--- src/inc/spg_pkg.sv ---
package spg_pkg;

  // Timebase
  localparam int CLK_MHZ = 100;                 // Cycles per microsecond
  localparam int CYC_PER_MS = CLK_MHZ * 1000;   // Cycles per millisecond

  // Pulses-per-kilometre constant limits and width
  localparam int K_W = 15;
  localparam logic [K_W-1:0] K_MIN = 15'h0fa0;  // 4000 pulses per km
  localparam logic [K_W-1:0] K_MAX = 15'h61a8;  // 25000 pulses per km

  // Speed pulse width numerator: 16000 ms-pulses per km
  localparam int SPD_WIDTH_MS_K = 16000;
  localparam logic [31:0] SPD_WIDTH_NUM =
    32'(SPD_WIDTH_MS_K * CYC_PER_MS);           // 1.6e9 fits 31 bits
  localparam int SPD_W = 19;                    // Holds up to 400000
  localparam logic [SPD_W-1:0] SPD_WIDTH_RST =
    SPD_W'(SPD_WIDTH_MS_K * CYC_PER_MS / 4000); // Width at k = 4000
  localparam logic [SPD_W-1:0] SPD_WIDTH_MIN =
    SPD_W'(SPD_WIDTH_MS_K * CYC_PER_MS / 25000);

  // Distance output
  localparam logic [15:0] DIST_EDGES_PER_KM = 16'h0fa0; // 4000, 250 mm
  localparam int DIST_WIDTH_US = 1600;                  // 1.6 ms least
  localparam int DIST_WIDTH_CYC = DIST_WIDTH_US * CLK_MHZ;

  // Divider timing
  localparam logic [4:0] DIV_LAST = 5'h1f;     // 32 quotient bits

  // Divider states
  typedef enum logic [1:0] {
    DIV_IDLE = 2'b01,
    DIV_RUN = 2'b10
  } spg_div_state_t;

endpackage

--- src/inc/spg_pulse_if.sv ---
`timescale 1ns/1ps
// Start and length of a fixed-width pulse, and its running level
interface spg_pulse_if #(parameter int W = 19);
  logic start;          // One-cycle launch, restarts a running pulse
  logic [W-1:0] len;    // High time in cycles, at least one
  logic active;         // Pulse level, from a flip-flop
  modport ctrl (output start, output len, input active);
  modport timer (input start, input len, output active);
endinterface

--- src/spg_pulse_timer.sv ---
`timescale 1ns/1ps
// Fixed-width pulse: high for exactly len cycles after start
module spg_pulse_timer
  import spg_pkg::*;
#(
  parameter int W = 19
) (
  input wire logic ref_clk,
  input wire logic rst_n,
  spg_pulse_if.timer pif
);

  logic [W-1:0] cnt_ff;      // Cycles of high time still to run
  logic [W-1:0] nxt_cnt;
  logic out_ff;              // Pulse level
  logic nxt_out;
  logic [W-1:0] lenHold_ff;  // Length taken at start, for checking
  logic [W-1:0] nxt_lenHold;
  logic [W-1:0] hiCnt_ff;    // High cycles so far, for checking
  logic [W-1:0] nxt_hiCnt;

  assign pif.active = out_ff;

  // Next state: a start always wins so back-to-back edges retrigger
  always_comb begin
    nxt_cnt = cnt_ff;
    nxt_out = out_ff;
    nxt_lenHold = lenHold_ff;
    nxt_hiCnt = hiCnt_ff;
    if (pif.start) begin
      nxt_cnt = pif.len;
      nxt_out = 1'b1;
      nxt_lenHold = pif.len;
      nxt_hiCnt = W'(1);
    end else if (out_ff) begin
      // Last high cycle drops the level on the next edge
      if (cnt_ff <= W'(1)) begin
        nxt_cnt = '0;
        nxt_out = 1'b0;
      end else begin
        nxt_cnt = cnt_ff - W'(1);
        nxt_hiCnt = hiCnt_ff + W'(1);
      end
    end
  end

  // Registers
  always_ff @(posedge ref_clk or negedge rst_n) begin
    if (!rst_n) begin
      cnt_ff <= '0;
      out_ff <= 1'b0;
      lenHold_ff <= '0;
      hiCnt_ff <= '0;
    end else begin
      cnt_ff <= nxt_cnt;
      out_ff <= nxt_out;
      lenHold_ff <= nxt_lenHold;
      hiCnt_ff <= nxt_hiCnt;
    end
  end

  // High time equals the length given at start
  a_pulse_exact_width: assert property (
    @(posedge ref_clk) disable iff (!rst_n)
    $fell(out_ff) |-> ($past(hiCnt_ff) == $past(lenHold_ff)))
    else $error("pulse high time differs from its length");

endmodule // spg_pulse_timer

--- src/spg_speed_pulse_gen.sv ---
`timescale 1ns/1ps
// Speed pulse and 4-per-metre distance regenerator
module spg_speed_pulse_gen
  import spg_pkg::*;
#(
  parameter int DIST_PULSE_CYC = DIST_WIDTH_CYC  // Distance high time
) (
  input wire logic ref_clk,
  input wire logic rst_n,
  input wire logic sensorIn,          // Motion sensor speed pin
  input wire logic [K_W-1:0] pulsesPerKm, // Constant k, quasi-static
  output logic speedOut,              // Regenerated speed pulse
  output logic distanceOut            // Optional 4 pulses per metre
);

  localparam logic [SPD_W-1:0] DIST_LEN = SPD_W'(DIST_PULSE_CYC);

  // Input synchroniser and filtered level
  logic [2:0] sensSync_ff;   // Pin through three flip-flops
  logic [2:0] nxt_sensSync;
  logic sensLvl_ff;          // Level accepted when stages 2 and 3 agree
  logic nxt_sensLvl;
  logic sensRise;            // One cycle per accepted rising edge

  // Width divider
  spg_div_state_t divState_ff, nxt_divState;
  logic [4:0] divCnt_ff, nxt_divCnt;       // Quotient bit index
  logic [K_W:0] divRem_ff, nxt_divRem;     // Partial remainder
  logic [31:0] divQuo_ff, nxt_divQuo;      // Quotient being built
  logic [K_W-1:0] divK_ff, nxt_divK;       // Divisor of the latest width division
  logic [SPD_W-1:0] width_ff, nxt_width;   // Speed high time, cycles
  logic [K_W-1:0] kEff;                    // Clamped constant
  logic divStart;
  logic [K_W:0] remShift;

  // Distance accumulator
  logic [15:0] distAcc_ff, nxt_distAcc;    // Sub-250 mm remainder
  logic distPend_ff, nxt_distPend;         // Edge waiting to go out
  logic [15:0] accSum;
  logic distHit;

  spg_pulse_if #(.W(SPD_W)) spdIf ();
  spg_pulse_if #(.W(SPD_W)) distIf ();

  // Input filter: stage 1 is read only by stage 2
  always_comb begin
    nxt_sensSync = {sensSync_ff[1:0], sensorIn};
    nxt_sensLvl = sensLvl_ff;
    if (sensSync_ff[1] == sensSync_ff[2]) begin
      nxt_sensLvl = sensSync_ff[2];
    end
  end

  always_ff @(posedge ref_clk or negedge rst_n) begin
    if (!rst_n) begin
      sensSync_ff <= 3'h0;
      sensLvl_ff <= 1'b0;
    end else begin
      sensSync_ff <= nxt_sensSync;
      sensLvl_ff <= nxt_sensLvl;
    end
  end

  // Fixed latency of a few cycles, no jitter beyond one cycle
  assign sensRise = sensSync_ff[1] & sensSync_ff[2] & ~sensLvl_ff;

  // Out-of-range constants are held to the legal span
  always_comb begin
    if (pulsesPerKm < K_MIN) begin
      kEff = K_MIN;
    end else if (pulsesPerKm > K_MAX) begin
      kEff = K_MAX;
    end else begin
      kEff = pulsesPerKm;
    end
  end

  // Serial divide of the width numerator by k; the old width stays in
  // use for the 33 cycles a new k takes, trading speed for area
  assign divStart = (divState_ff == DIV_IDLE) && (kEff != divK_ff);
  assign remShift = {divRem_ff[K_W-1:0], SPD_WIDTH_NUM[5'h1f - divCnt_ff]};

  always_comb begin
    nxt_divState = divState_ff;
    nxt_divCnt = divCnt_ff;
    nxt_divRem = divRem_ff;
    nxt_divQuo = divQuo_ff;
    nxt_divK = divK_ff;
    nxt_width = width_ff;
    case (divState_ff)
      DIV_IDLE: begin
        if (divStart) begin
          nxt_divState = DIV_RUN;
          nxt_divK = kEff;
          nxt_divCnt = 5'h0;
          nxt_divRem = '0;
          nxt_divQuo = 32'h0;
        end
      end
      DIV_RUN: begin
        // Restoring step, one quotient bit per cycle
        if (remShift >= {1'b0, divK_ff}) begin
          nxt_divRem = remShift - {1'b0, divK_ff};
          nxt_divQuo = {divQuo_ff[30:0], 1'b1};
        end else begin
          nxt_divRem = remShift;
          nxt_divQuo = {divQuo_ff[30:0], 1'b0};
        end
        nxt_divCnt = divCnt_ff + 5'h1;
        if (divCnt_ff == DIV_LAST) begin
          nxt_divState = DIV_IDLE;
          nxt_width = nxt_divQuo[SPD_W-1:0];
        end
      end
      default: begin
        nxt_divState = DIV_IDLE;
      end
    endcase
  end

  always_ff @(posedge ref_clk or negedge rst_n) begin
    if (!rst_n) begin
      divState_ff <= DIV_IDLE;
      divCnt_ff <= 5'h0;
      divRem_ff <= '0;
      divQuo_ff <= 32'h0;
      divK_ff <= K_MIN;
      width_ff <= SPD_WIDTH_RST;
    end else begin
      divState_ff <= nxt_divState;
      divCnt_ff <= nxt_divCnt;
      divRem_ff <= nxt_divRem;
      divQuo_ff <= nxt_divQuo;
      divK_ff <= nxt_divK;
      width_ff <= nxt_width;
    end
  end

  // Each sensor rise opens one output period of fixed high time
  assign spdIf.start = sensRise;
  assign spdIf.len = width_ff;

  // Distance: add 4000 per sensor pulse, emit an edge per k reached
  assign accSum = distAcc_ff + DIST_EDGES_PER_KM;
  assign distHit = sensRise && (accSum >= {1'b0, kEff});

  always_comb begin
    nxt_distAcc = distAcc_ff;
    nxt_distPend = distPend_ff;
    if (distIf.start) begin
      nxt_distPend = 1'b0;
    end
    if (sensRise) begin
      if (distHit) begin
        nxt_distAcc = accSum - {1'b0, kEff};
        nxt_distPend = 1'b1;                 // Set wins over clear
      end else begin
        nxt_distAcc = accSum;
      end
    end
  end

  always_ff @(posedge ref_clk or negedge rst_n) begin
    if (!rst_n) begin
      distAcc_ff <= 16'h0;
      distPend_ff <= 1'b0;
    end else begin
      distAcc_ff <= nxt_distAcc;
      distPend_ff <= nxt_distPend;
    end
  end

  // Launch only from low, so every edge is a real rising edge
  assign distIf.start = distPend_ff && !distIf.active;
  assign distIf.len = DIST_LEN;

  spg_pulse_timer #(.W(SPD_W)) uSpdTimer (
    .ref_clk(ref_clk),
    .rst_n(rst_n),
    .pif(spdIf.timer)
  );

  spg_pulse_timer #(.W(SPD_W)) uDistTimer (
    .ref_clk(ref_clk),
    .rst_n(rst_n),
    .pif(distIf.timer)
  );

  assign speedOut = spdIf.active;
  assign distanceOut = distIf.active;

  // Output follows an accepted sensor rise on the next edge
  a_spd_edge_latency: assert property (
    @(posedge ref_clk) disable iff (!rst_n)
    sensRise |=> speedOut)
    else $error("speed output missed a sensor edge");

  // Every output period is opened by a sensor period
  a_spd_period_cause: assert property (
    @(posedge ref_clk) disable iff (!rst_n)
    $rose(speedOut) |-> $past(sensRise))
    else $error("speed pulse without sensor edge");

  // Width stays within 0.64 ms to 4 ms
  a_spd_width_range: assert property (
    @(posedge ref_clk) disable iff (!rst_n)
    (width_ff >= SPD_WIDTH_MIN) && (width_ff <= SPD_WIDTH_RST))
    else $error("speed width out of range");

  // A new constant yields a new width after 33 cycles
  a_div_new_width: assert property (
    @(posedge ref_clk) disable iff (!rst_n)
    divStart |-> ##33 ((divState_ff == DIV_IDLE)
      && (divK_ff == $past(kEff, 33))))
    else $error("width divider timing wrong");

  // Reaching k accumulated counts queues one distance edge
  a_dist_accum_hit: assert property (
    @(posedge ref_clk) disable iff (!rst_n)
    distHit |=> distPend_ff || distanceOut)
    else $error("distance edge lost");

  // A queued edge goes out at once when the output is low
  a_dist_edge_out: assert property (
    @(posedge ref_clk) disable iff (!rst_n)
    (distPend_ff && !distanceOut) |=> distanceOut ##1 distanceOut)
    else $error("queued distance edge not sent");

  // Distance pulses stay high for at least 8 cycles
  a_dist_min_high: assert property (
    @(posedge ref_clk) disable iff (!rst_n)
    $rose(distanceOut) |-> distanceOut [*8])
    else $error("distance pulse too short");

endmodule // spg_speed_pulse_gen

--- config.mk ---
export PLATFORM = sky130hd
export DESIGN_NAME = spg_speed_pulse_gen
export DESIGN_NICKNAME = d
export VERILOG_FILES = /design/src/inc/spg_pkg.sv /design/src/inc/spg_pulse_if.sv /design/src/spg_pulse_timer.sv /design/src/spg_speed_pulse_gen.sv
export SDC_FILE = /design/constraint.sdc
export NUM_CORES = 1
export LEC_CHECK = 0
export ABC_AREA = 1
export ABC_CLOCK_PERIOD_IN_PS = 3420
export BUFFER_PORTS_ARGS = -buffer_cell sky130_fd_sc_hd__buf_4
export CAP_MARGIN = 20
export CORE_ASPECT_RATIO = 1.1
export CORE_MARGIN = 3
export CORE_UTILIZATION = 60
export CTS_CLUSTER_DIAMETER = 30
export CTS_CLUSTER_SIZE = 8
export DETAILED_ROUTE_END_ITERATION = 12
export MAX_ROUTING_LAYER = met4
export PLACE_DENSITY_LB_ADDON = 0.2
export SLEW_MARGIN = 5
export SYNTH_ARGS = -nofsm -noshare
export SYNTH_HDL_FRONTEND = slang
export SYNTH_SLANG_ARGS = --single-unit
--- constraint.sdc ---
create_clock -name ref_clk -period 3.42 [get_ports ref_clk]
set_input_delay 0.684 -clock ref_clk [delete_from_list [all_inputs] [get_ports ref_clk]]
set_output_delay 0.684 -clock ref_clk [all_outputs]
set_load 0.02 [all_outputs]
-- Word-level counts from Yosys, hierarchy flattened
Memory sizes are Yosys's and may differ from the RTL's.
Cells that the tools add are included.
- flip-flop bits (word level): 135
- ROM bits: 32
- input port bits: 18
- output and inout port bits: 2
- word-level logic and storage cells: 80
- memories: 1
- memories (memory ; words ; width ; read ports ; clocked after Yosys merged registers in ; wr ports ; RTL line ; RTL):
    (no name shown) ; 32 ; 1 ; 1 ; 0 ; 0 ; spg_speed_pulse_gen.sv:81 ; assign remShift = {divRem_ff[K_W-1:0], SPD_WIDTH_NUM[5'h1f - divCnt_ff]};
- $add $sub $neg: 7
- $lt $le $gt $ge: 7
- equal/unequal tests: 7
- muxes and demuxes: 30
- bitwise gates (word level): 3
- reductions and logical operators: 11
- operators by type and width (operator ; number):
    2-to-1 mux 19 bit ; 6
    2-to-1 mux 15 bit ; 4
    <= comparator 19 x 1 -> 1 bit (second input constant) ; 2
    subtractor 19 x 1 -> 19 bit (second input constant) ; 2
    case mux 18 bit (2 select lines) ; 1
    greater-or-equal comparator 16 x 15 -> 1 bit ; 2
    case mux 15 bit (2 select lines) ; 1
    2-to-1 mux 18 bit ; 1
    adder 16 x 12 -> 16 bit (second input constant) ; 1
    2-to-1 mux 16 bit ; 1
    subtractor 16 x 15 -> 16 bit ; 1
    > comparator 15 bit (second input constant) ; 1
    < comparator 15 x 12 -> 1 bit (second input constant) ; 1
    inequality test 15 bit ; 1
    subtractor 15 bit ; 1
    2-to-1 mux 1 bit ; 11
    case mux 5 bit (2 select lines) ; 1
    AND reduction 2 bit ; 4
    < comparator 5 x 6 -> 1 bit (second input constant) ; 1
    nonzero test 2 bit ; 3
    adder 5 x 1 -> 5 bit (second input constant) ; 1
    == test 5 bit (second input constant) ; 1
    2-to-1 mux 5 bit ; 1
    subtractor 5 bit (first input constant) ; 1
    other kinds (10) ; 15

-- Logic depth before layout (Yosys ltp)
Gate-level depths: netlist (run 1).
- word-level depth: 7
- mapped depth: 23
- mapped depth without buffers: 22

-- By module
A second synthesis (run 1) with hierarchy kept.
- cells, all modules: 1167
- area, all modules: 9054.9 µm²
- by module, submodules not included (module ; times used ; cells an instance ; area an instance (µm²) ; seq. area each (µm²)):
    spg_speed_pulse_gen ; 1 ; 766 ; 5949.5 ; 2393.5
    spg_pulse_timer at uSpdTimer ; 1 ; 200 ; 1566.5 ; 500.5
    spg_pulse_timer at uDistTimer ; 1 ; 201 ; 1539.0 ; 500.5

-- Worst setup path after synthesis (run 1)
Ideal clock, no wire load.
- kind: input port to flip-flop
- start: input pulsesPerKm[8]
- end: register distAcc_ff[7]
- library setup time: 0.125 ns
- data arrival time: 3.190 ns
- data required time: 3.295 ns
- setup slack: 0.105 ns
- cell stages on the path: 21
- path buffers: 2
- cells stage by stage: nand2_1 nor2_1 nand3_1 nand2_1 nand2_1 buf_4 nand2_1 inv_1 ha_1 fa_1 o21ai_1 nand3_1 nand3_1 o21ai_1 nand2_1 nand2_1 nand2_2 nand2_2 buf_6 nand3_1 nand3_1
- word-level cells in the longest chain between the ends: 6
- elaborated cells between the ends (all ways): 8
- classes of those cells: 1 x add/sub; 3 x order compare; 3 x mux; 1 x reduce/logical
- ends and longest elaborated chain (what ; RTL line ; RTL):
    from (decl) ; spg_speed_pulse_gen.sv:11 ; input wire logic [K_W-1:0] pulsesPerKm,
    > comparator 15 bit ; spg_speed_pulse_gen.sv:71 ; end else if (pulsesPerKm > K_MAX) begin
    2-to-1 mux 15 bit ; spg_speed_pulse_gen.sv:71 ;
    2-to-1 mux 15 bit (*) ; spg_speed_pulse_gen.sv:69 ; if (pulsesPerKm < K_MIN) begin
    named net kEff[0] ; spg_speed_pulse_gen.sv:32 ; logic [K_W-1:0] kEff;
    greater-or-equal comparator 16 x 15 -> 1 bit ; spg_speed_pulse_gen.sv:145 ; assign distHit = sensRise && (accSum >= {1'b0, kEff});
    logical AND 1 bit ; spg_speed_pulse_gen.sv:145 ;
    2-to-1 mux 16 bit (*) ; spg_speed_pulse_gen.sv:154 ; if (distHit) begin
    to (signal assigned) ; spg_speed_pulse_gen.sv:168 ; distAcc_ff <= nxt_distAcc;
    to (decl) ; spg_speed_pulse_gen.sv:37 ; logic [15:0] distAcc_ff, nxt_distAcc;
The timed path passes the listed nets; every way through them passes the cells marked *.
A chain may end at the register's enable or synchronous reset.

-- Final worst setup path (run 1)
- start: register divCnt_ff[0]
- end: register divRem_ff[14]
- word-level cells in the longest chain between the ends: 6
- elaborated cells between the ends (all ways): 7
- classes of those cells: 2 x add/sub; 1 x order compare; 3 x mux; 1 x memory
- ends and longest elaborated chain (what ; RTL line ; RTL):
    from (decl) ; spg_speed_pulse_gen.sv:27 ; logic [4:0] divCnt_ff, nxt_divCnt;
    from (signal assigned) ; spg_speed_pulse_gen.sv:131 ; divCnt_ff <= nxt_divCnt;
    subtractor 5 bit (*) ; spg_speed_pulse_gen.sv:81 ;
    memory read (32 x 1 bit) (*) ; n/a ;
    2-to-1 mux 1 bit (not written as such) (*) ; spg_speed_pulse_gen.sv:81 ;
    subtractor 15 bit / greater-or-equal comparator 16 x 15 -> 1 bit (equally long branches) ; spg_speed_pulse_gen.sv:103, spg_speed_pulse_gen.sv:102 ;
    2-to-1 mux 15 bit (*) ; spg_speed_pulse_gen.sv:102 ; if (remShift >= {1'b0, divK_ff}) begin
    case mux 15 bit (2 select lines) (*) ; spg_speed_pulse_gen.sv:90 ; case (divState_ff)
    to (signal assigned) ; spg_speed_pulse_gen.sv:132 ; divRem_ff <= nxt_divRem;
    to (decl) ; spg_speed_pulse_gen.sv:28 ; logic [K_W:0] divRem_ff, nxt_divRem;
Every way passes the cells marked *; elsewhere a longest branch is shown, timed or not. The select of a mux whose other input is x is not followed.

==> impl_metrics.json, run 1 <==
{
  "num_vias": 7272,
  "hpwl_mm": 13.41,
  "grt_remaining_overflow": 0,
  "clk_pin_slew_ns": 0.06,
  "status": "complete, no violations",
  "setup_viol": 0,
  "drv_cap": 0,
  "worstSkewPairLatency_ns": 0.42,
  "skew_ns": 0.01013,
  "antenna_cells": 0,
  "gp_congestion": 0.9427,
  "crit_path_start_kind": "flop",
  "r2r_cells": 14,
  "cts.htree.levels": 4,
  "rows": 44,
  "initial_utilization": 0.6232,
  "die_x_um": 118.6,
  "die-area_um2": 15410,
  "post_cts_buffers": 0,
  "cp_data_arrival_time_ns": 3.48,
  "synth_top_cell_by_area": "dfrtp_1",
  "holdBufCountCts": 0,
  "via_per_inst": 5.419,
  "nets": 1204,
  "wl_per_cell_um": 14.08,
  "final_common_cell": "nand2_1",
  "mostFrequentLayoutCells": "nand2_1, inv_1, dfrtp_1, nand3_1, nor2_1",
  "grt_antenna_before_repair": 0,
  "yosys_warnings": 0,
  "hp-class": "in -> async",
  "yosysTopAreaCellShare": 0.3647,
  "drive_gt1_frac": 0.09672,
  "die_h_um": 129.9,
  "synth-seq-area-share": 0.4055,
  "wirelength_mm": 18.90,
  "worstMarginPinSlew_ns": 0.8541,
  "synth_fp_nets": 1168,
  "numCtsBuffers": 17,
  "core_area_um2": 13430,
  "grt_max_degree": 75,
  "grt.total_usage": 0.2634,
  "ioPinCount": 20,
  "postRouteAntennaNets": 0,
  "clock-sinks": 135,
  "ys_ff_latch": 135,
  "cp.required_ns": 3.78,
  "fmaxAchievable_mhz": 320.9,
  "synthCells": 1109,
  "synth_area_leaders": "dfrtp_1, nand2_1, inv_1",
  "syn_to_final_growth_pct": 13.33,
  "cts.path.max_buffers": 2,
  "syn_area_um2": 8372,
  "period_needed_ns": 3.116,
  "critPathKind": "reg -> reg",
  "post-route-util": 0.7063,
  "ir_drop_mv": 0.5171,
  "rsz0062_at_grt": "no",
  "final_hold_viol_count": 0,
  "yosysUniqueCellTypes": 42,
  "drtIter0Drc": 548,
  "crit_path_max_fanout": 4,
  "final.setup.tns_ns": 0,
  "rr_startpoint": "divCnt_ff[0]$_DFFE_PN0P_",
  "dr.pass1.iters": 5,
  "slew_headroom": 0.4289,
  "power_density_nw_per_um2": 897.7,
  "grt_pass1_vias": 6819,
  "portBuffers": 19,
  "cts_tree": "yes",
  "p_leak_nw": 4.859,
  "drv_slew": 0,
  "avgSynthCellArea_um2": 7.549,
  "crit_start": "divCnt_ff[0]$_DFFE_PN0P_",
  "post-route-drc-count": 0,
  "grt_first_pass_wirelength_mm": 32.22,
  "cp-end-kind": "flop",
  "cts-root-buf": "clkbuf_16",
  "period_share": 0.9111
}
[state kept, by name, indices dropped and copies added, names as in the netlist, 2 cells and up]
| name | flops |
|---|---|
| sensSync_ff | 3 |
| divK_ff | 15 |
| divState_ff | 2 |
| divQuo_ff | 18 |
| divRem_ff | 15 |
| divCnt_ff | 5 |
| uSpdTimer.cnt_ff | 19 |
| distAcc_ff | 16 |
| uDistTimer.cnt_ff | 19 |
| spdIf.len | 19 |
[final cells by class]
| cell class | count | area (µm²) |
|---|---|---|
| inverters | 137 | 514.2 |
| repair buffers | 51 | 399.1 |
| flip-flops and latches | 135 | 3395 |
| fillers | 1114 | 3945 |
| well taps | 184 | 230.2 |
| clock inverters | 11 | 170.2 |
| clock buffers | 21 | 480.5 |
| multi-input cells | 803 | 4299 |
[power breakdown]
group | internal, W | total [W] | switching [W] | leakage (nW)
Combinational | 0.00163 | 0.00410 | 0.00247 | 2.93
Clock | 0.00130 | 0.00199 | 0.000691 | 0.311
Sequential | 0.00203 | 0.00243 | 0.000396 | 1.62
Total | 0.00496 | 0.00852 | 0.00356 | 4.86
[metal layers]
layer / wire [µm] / vias up / track usage / share of wire
met2: 9139 / 151 / 0.4271 / 0.48
met3: 657 / 45 / 0.04638 / 0.035
li1: - / 3704 / - / -
met4: 572 / 0 / 0.1084 / 0.030
met1: 8526 / 3372 / 0.3309 / 0.45
met5: 0 / - / - / 0
[cells in the mapped netlist]
| library cell | n |
|---|---|
| o21bai_1 | 1 |
| nor3_1 | 12 |
| inv_2 | 2 |
| ha_1 | 39 |
| buf_1 | 1 |
| nor2b_1 | 1 |
| a211o_1 | 1 |
| o22ai_1 | 10 |
| o211ai_1 | 3 |
| or2_2 | 7 |
| a31oi_1 | 3 |
| nand2_2 | 4 |
| xnor2_1 | 19 |
| and3_1 | 2 |
| a21oi_1 | 45 |
| inv_1 | 133 |
| mux2_2 | 1 |
| nand3b_1 | 2 |
| a21o_1 | 2 |
| buf_4 | 2 |
| nor3_2 | 1 |
| a21boi_1 | 1 |
| nor4_1 | 7 |
| nor3b_1 | 1 |
| nor2_1 | 85 |
| a32oi_1 | 1 |
| fa_1 | 2 |
| o21a_1 | 2 |
| clkbuf_1 | 21 |
| o21ai_1 | 9 |
| nand3_1 | 92 |
| buf_6 | 3 |
| o21ai_0 | 61 |
| o221ai_1 | 24 |
| dfrtp_1 | 122 |
| a21boi_0 | 2 |
| nand2_1 | 308 |
| buf_2 | 7 |
| xor2_1 | 48 |
| dfstp_2 | 13 |
| nand4_1 | 7 |
| clkinv_1 | 2 |
[cell families after synthesis]
family | Yosys count | synth area share
mux | 1 | 0.001345
xor+xnor | 67 | 0.07009
fa+ha+maj | 41 | 0.06307
buf+inv | 171 | 0.08130
compound gates | 165 | 0.1155
flops | 135 | 0.4055
simple gates | 529 | 0.2632
[final timing paths]
check / endpoint / slack (ns)
min in group ref_clk: sensSync_ff[1]$_DFF_PN0_ / 0.35
setup / recovery: divRem_ff[14]$_DFFE_PN0P_ / 0.30
max in group asynchronous: divState_ff[0]$_DFFE_PN1P_ / 2.32
setup reg to reg: divRem_ff[14]$_DFFE_PN0P_ / 0.30
hold / removal: spdIf.len[3]$_DFFE_PN0P_ / 0.26
hold reg to reg: sensSync_ff[1]$_DFF_PN0_ / 0.35
[timing repair]
action / CTS / global route
hold endpoints to repair: 0 / 0
gates resized for setup: 0 / 1
setup endpoints to repair: 0 / 1
[worst max-delay path, stage by stage (launching register included)]
cell	delay [ns]
dfrtp_1	0.41
ha_1	0.23
ha_1	0.18
a32oi_1	0.34
ha_1	0.28
fa_1	0.23
o21a_1	0.21
o21ai_0	0.11
buf_4	0.17
a21boi_1	0.27
o21ai_0	0.16
or2_2	0.29
nand3_1	0.06
nand2_1	0.05
nand2_1	0.06
[per-stage QoR]
step | setup slack [ns] | hold slack [ns] | power, W | std cells | area [µm²]
final | 0.3042 | 0.2646 | 0.008517 | 1342 | 9488
after global routing | 0.06565 | 0.3164 | 0.009235 | 1342 | 9488
after CTS | 0.1584 | 0.3095 | 0.008528 | 1342 | 9488
after detailed placement | 0.003484 | 0.3426 | 0.006459 | 1310 | 8837
after global placement | 0.02676 | 0.3346 | 0.006391 | 1310 | 8837
after floorplan | 0.1050 | 0.3312 | 0.005470 | 1109 | 8372
Power figures use the tool's default switching activity.
==> inputs of run 2 (changes only) <==
Settings changed: CORE_ASPECT_RATIO 1.1 to 0.75.
==> impl_metrics.json, run 2 (synthesis gave the netlist of run 1 again) <==
{
  "multiInputGateArea_um2": 4299,
  "numCtsBuffers": 17,
  "final_common_cell": "nand2_1",
  "drv_cap": 0,
  "power_density_nw_per_um2": 901.7,
  "worstMarginPinSlew_ns": 0.6246,
  "postRouteAntennaNets": 0,
  "grt_remaining_overflow": 0,
  "die_x_um": 142.4,
  "crit_path_start_kind": "primary input",
  "met2_length_mm": 8.644,
  "portBuffers": 19,
  "die_h_um": 108.3,
  "drtIter0Drc": 603,
  "clock-sinks": 135,
  "cts.path.max_buffers": 2,
  "post-route-drc-count": 0,
  "p_leak_nw": 4.846,
  "skew_ns": 0.01205,
  "grt.total_usage": 0.2792,
  "period_needed_ns": 3.069,
  "clk_pin_slew_ns": 0.06,
  "ioPinCount": 20,
  "ir_drop_mv": 0.5305,
  "syn_to_final_growth_pct": 12.91,
  "wl_met3_mm": 1.133,
  "wl_per_cell_um": 14.83,
  "wirelength_mm": 19.66,
  "hpwl_mm": 13.56,
  "grt_pass1_vias": 6934,
  "cts.htree.levels": 4,
  "die-area_um2": 15420,
  "core_area_um2": 13330,
  "final_hold_viol_count": 0,
  "slew_headroom": 0.5836,
  "cp-end-kind": "flop",
  "rsz0062_at_grt": "no",
  "period_share": 0.8974,
  "grt_antenna_before_repair": 0,
  "antenna_cells": 0,
  "worstSkewPairLatency_ns": 0.42,
  "dr.pass1.iters": 6,
  "cp_data_arrival_time_ns": 3.37,
  "final-seq-area_um2": 3395,
  "setup_viol": 0,
  "crit_path_max_fanout": 12,
  "mostFrequentLayoutCells": "nand2_1, inv_1, dfrtp_1, nand3_1, nor2_1",
  "fillers": 1113,
  "drv_slew": 0,
  "nets": 1201,
  "via_per_inst": 5.529,
  "post-route-util": 0.7090,
  "fmaxAchievable_mhz": 325.8,
  "cp.required_ns": 3.73,
  "cts_tree": "yes",
  "top_layer_used": "met4",
  "final.setup.tns_ns": 0,
  "grt_max_degree": 70,
  "post_cts_buffers": 0,
  "rows": 36,
  "hp-class": "in -> async",
  "drive_gt1_frac": 0.09351,
  "cts-root-buf": "clkbuf_16",
  "critPathKind": "in -> reg",
  "grt_first_pass_wirelength_mm": 33.76,
  "status": "complete, no violations",
  "drt-met1-wl_mm": 9.620,
  "gp_congestion": 0.9752,
  "initial_utilization": 0.6279,
  "num_vias": 7332
}
[run 2: cell type report]
| type | instances | share of cell area |
|---|---|---|
| clock buffer | 18 | 0.04540 |
| clock inverter | 14 | 0.01853 |
| inverter | 137 | 0.05440 |
| multi-input combinational | 803 | 0.4548 |
| sequential | 135 | 0.3591 |
| tap | 171 | 0.02263 |
| timing repair buffer | 48 | 0.04514 |
[run 2: worst paths after layout]
| path | from | to | slack [ns] | cells after the start |
|---|---|---|---|---|
| min reg2reg | sensSync_ff[0]$_DFF_PN0_ | sensSync_ff[1]$_DFF_PN0_ | 0.35 | 0 |
| min | rst_n | divQuo_ff[4]$_DFFE_PN0P_ | 0.24 | 1 |
| max in group asynchronous | rst_n | spdIf.len[17]$_DFFE_PN1P_ | 2.37 | 2 |
| min in group ref_clk | sensSync_ff[0]$_DFF_PN0_ | sensSync_ff[1]$_DFF_PN0_ | 0.35 | 0 |
| max | pulsesPerKm[10] | distAcc_ff[9]$_DFFE_PN0P_ | 0.35 | 23 |
| max reg2reg | divCnt_ff[0]$_DFFE_PN0P_ | divRem_ff[2]$_DFFE_PN0P_ | 0.35 | 13 |
[run 2: through the flow]
| step | hold WS [ns] | instance area (µm²) | total power (W) | instances | setup slack, ns |
|---|---|---|---|---|---|
| after detailed placement | 0.3433 | 8848 | 0.006533 | 1294 | 0.02632 |
| after CTS | 0.2772 | 9453 | 0.008482 | 1326 | 0.2487 |
| after floorplan | 0.3312 | 8372 | 0.005470 | 1109 | 0.1050 |
| final | 0.2441 | 9453 | 0.008523 | 1326 | 0.3510 |
| after global placement | 0.3353 | 8848 | 0.006466 | 1294 | 0.07080 |
| after global routing | 0.2842 | 9453 | 0.009230 | 1326 | 0.01949 |
[run 2: layer usage]
layer,global-route usage,vias to the layer above
met5,-,-
met4,0.06513,0
met3,0.05482,21
met2,0.4212,250
met1,0.3937,3383
li1,-,3678
[run 2: critical path, cell delays in order]
cell and delay (ns):
buf_4 0.12, nor2_1 0.14, nand2_1 0.07, nor2_1 0.09, nand2_1 0.05, nand2_1 0.14, buf_4 0.20, nand2_1 0.07
nand2_1 0.11, inv_1 0.08, ha_1 0.38, nand2_1 0.08, nor2_1 0.18, nand3_1 0.11, nand3_1 0.12, o21ai_1 0.06
nand2_1 0.05, nand2_1 0.07, buf_4 0.16, a21oi_1 0.18, nand2_1 0.09, nand2_1 0.08, nand2_1 0.05
[run 2: report_power, final]
part | internal (W) | leakage [nW] | switching, W
Combinational | 0.00165 | 2.94 | 0.00254
Sequential | 0.00203 | 1.62 | 0.000407
Clock | 0.00116 | 0.293 | 0.000738
Total | 0.00484 | 4.85 | 0.00368
[run 2: timing repair]
action | in CTS | in global routing
setup endpoints to repair | 0 | 1
gates resized for setup | 0 | 1
hold buffers | 0 | 0
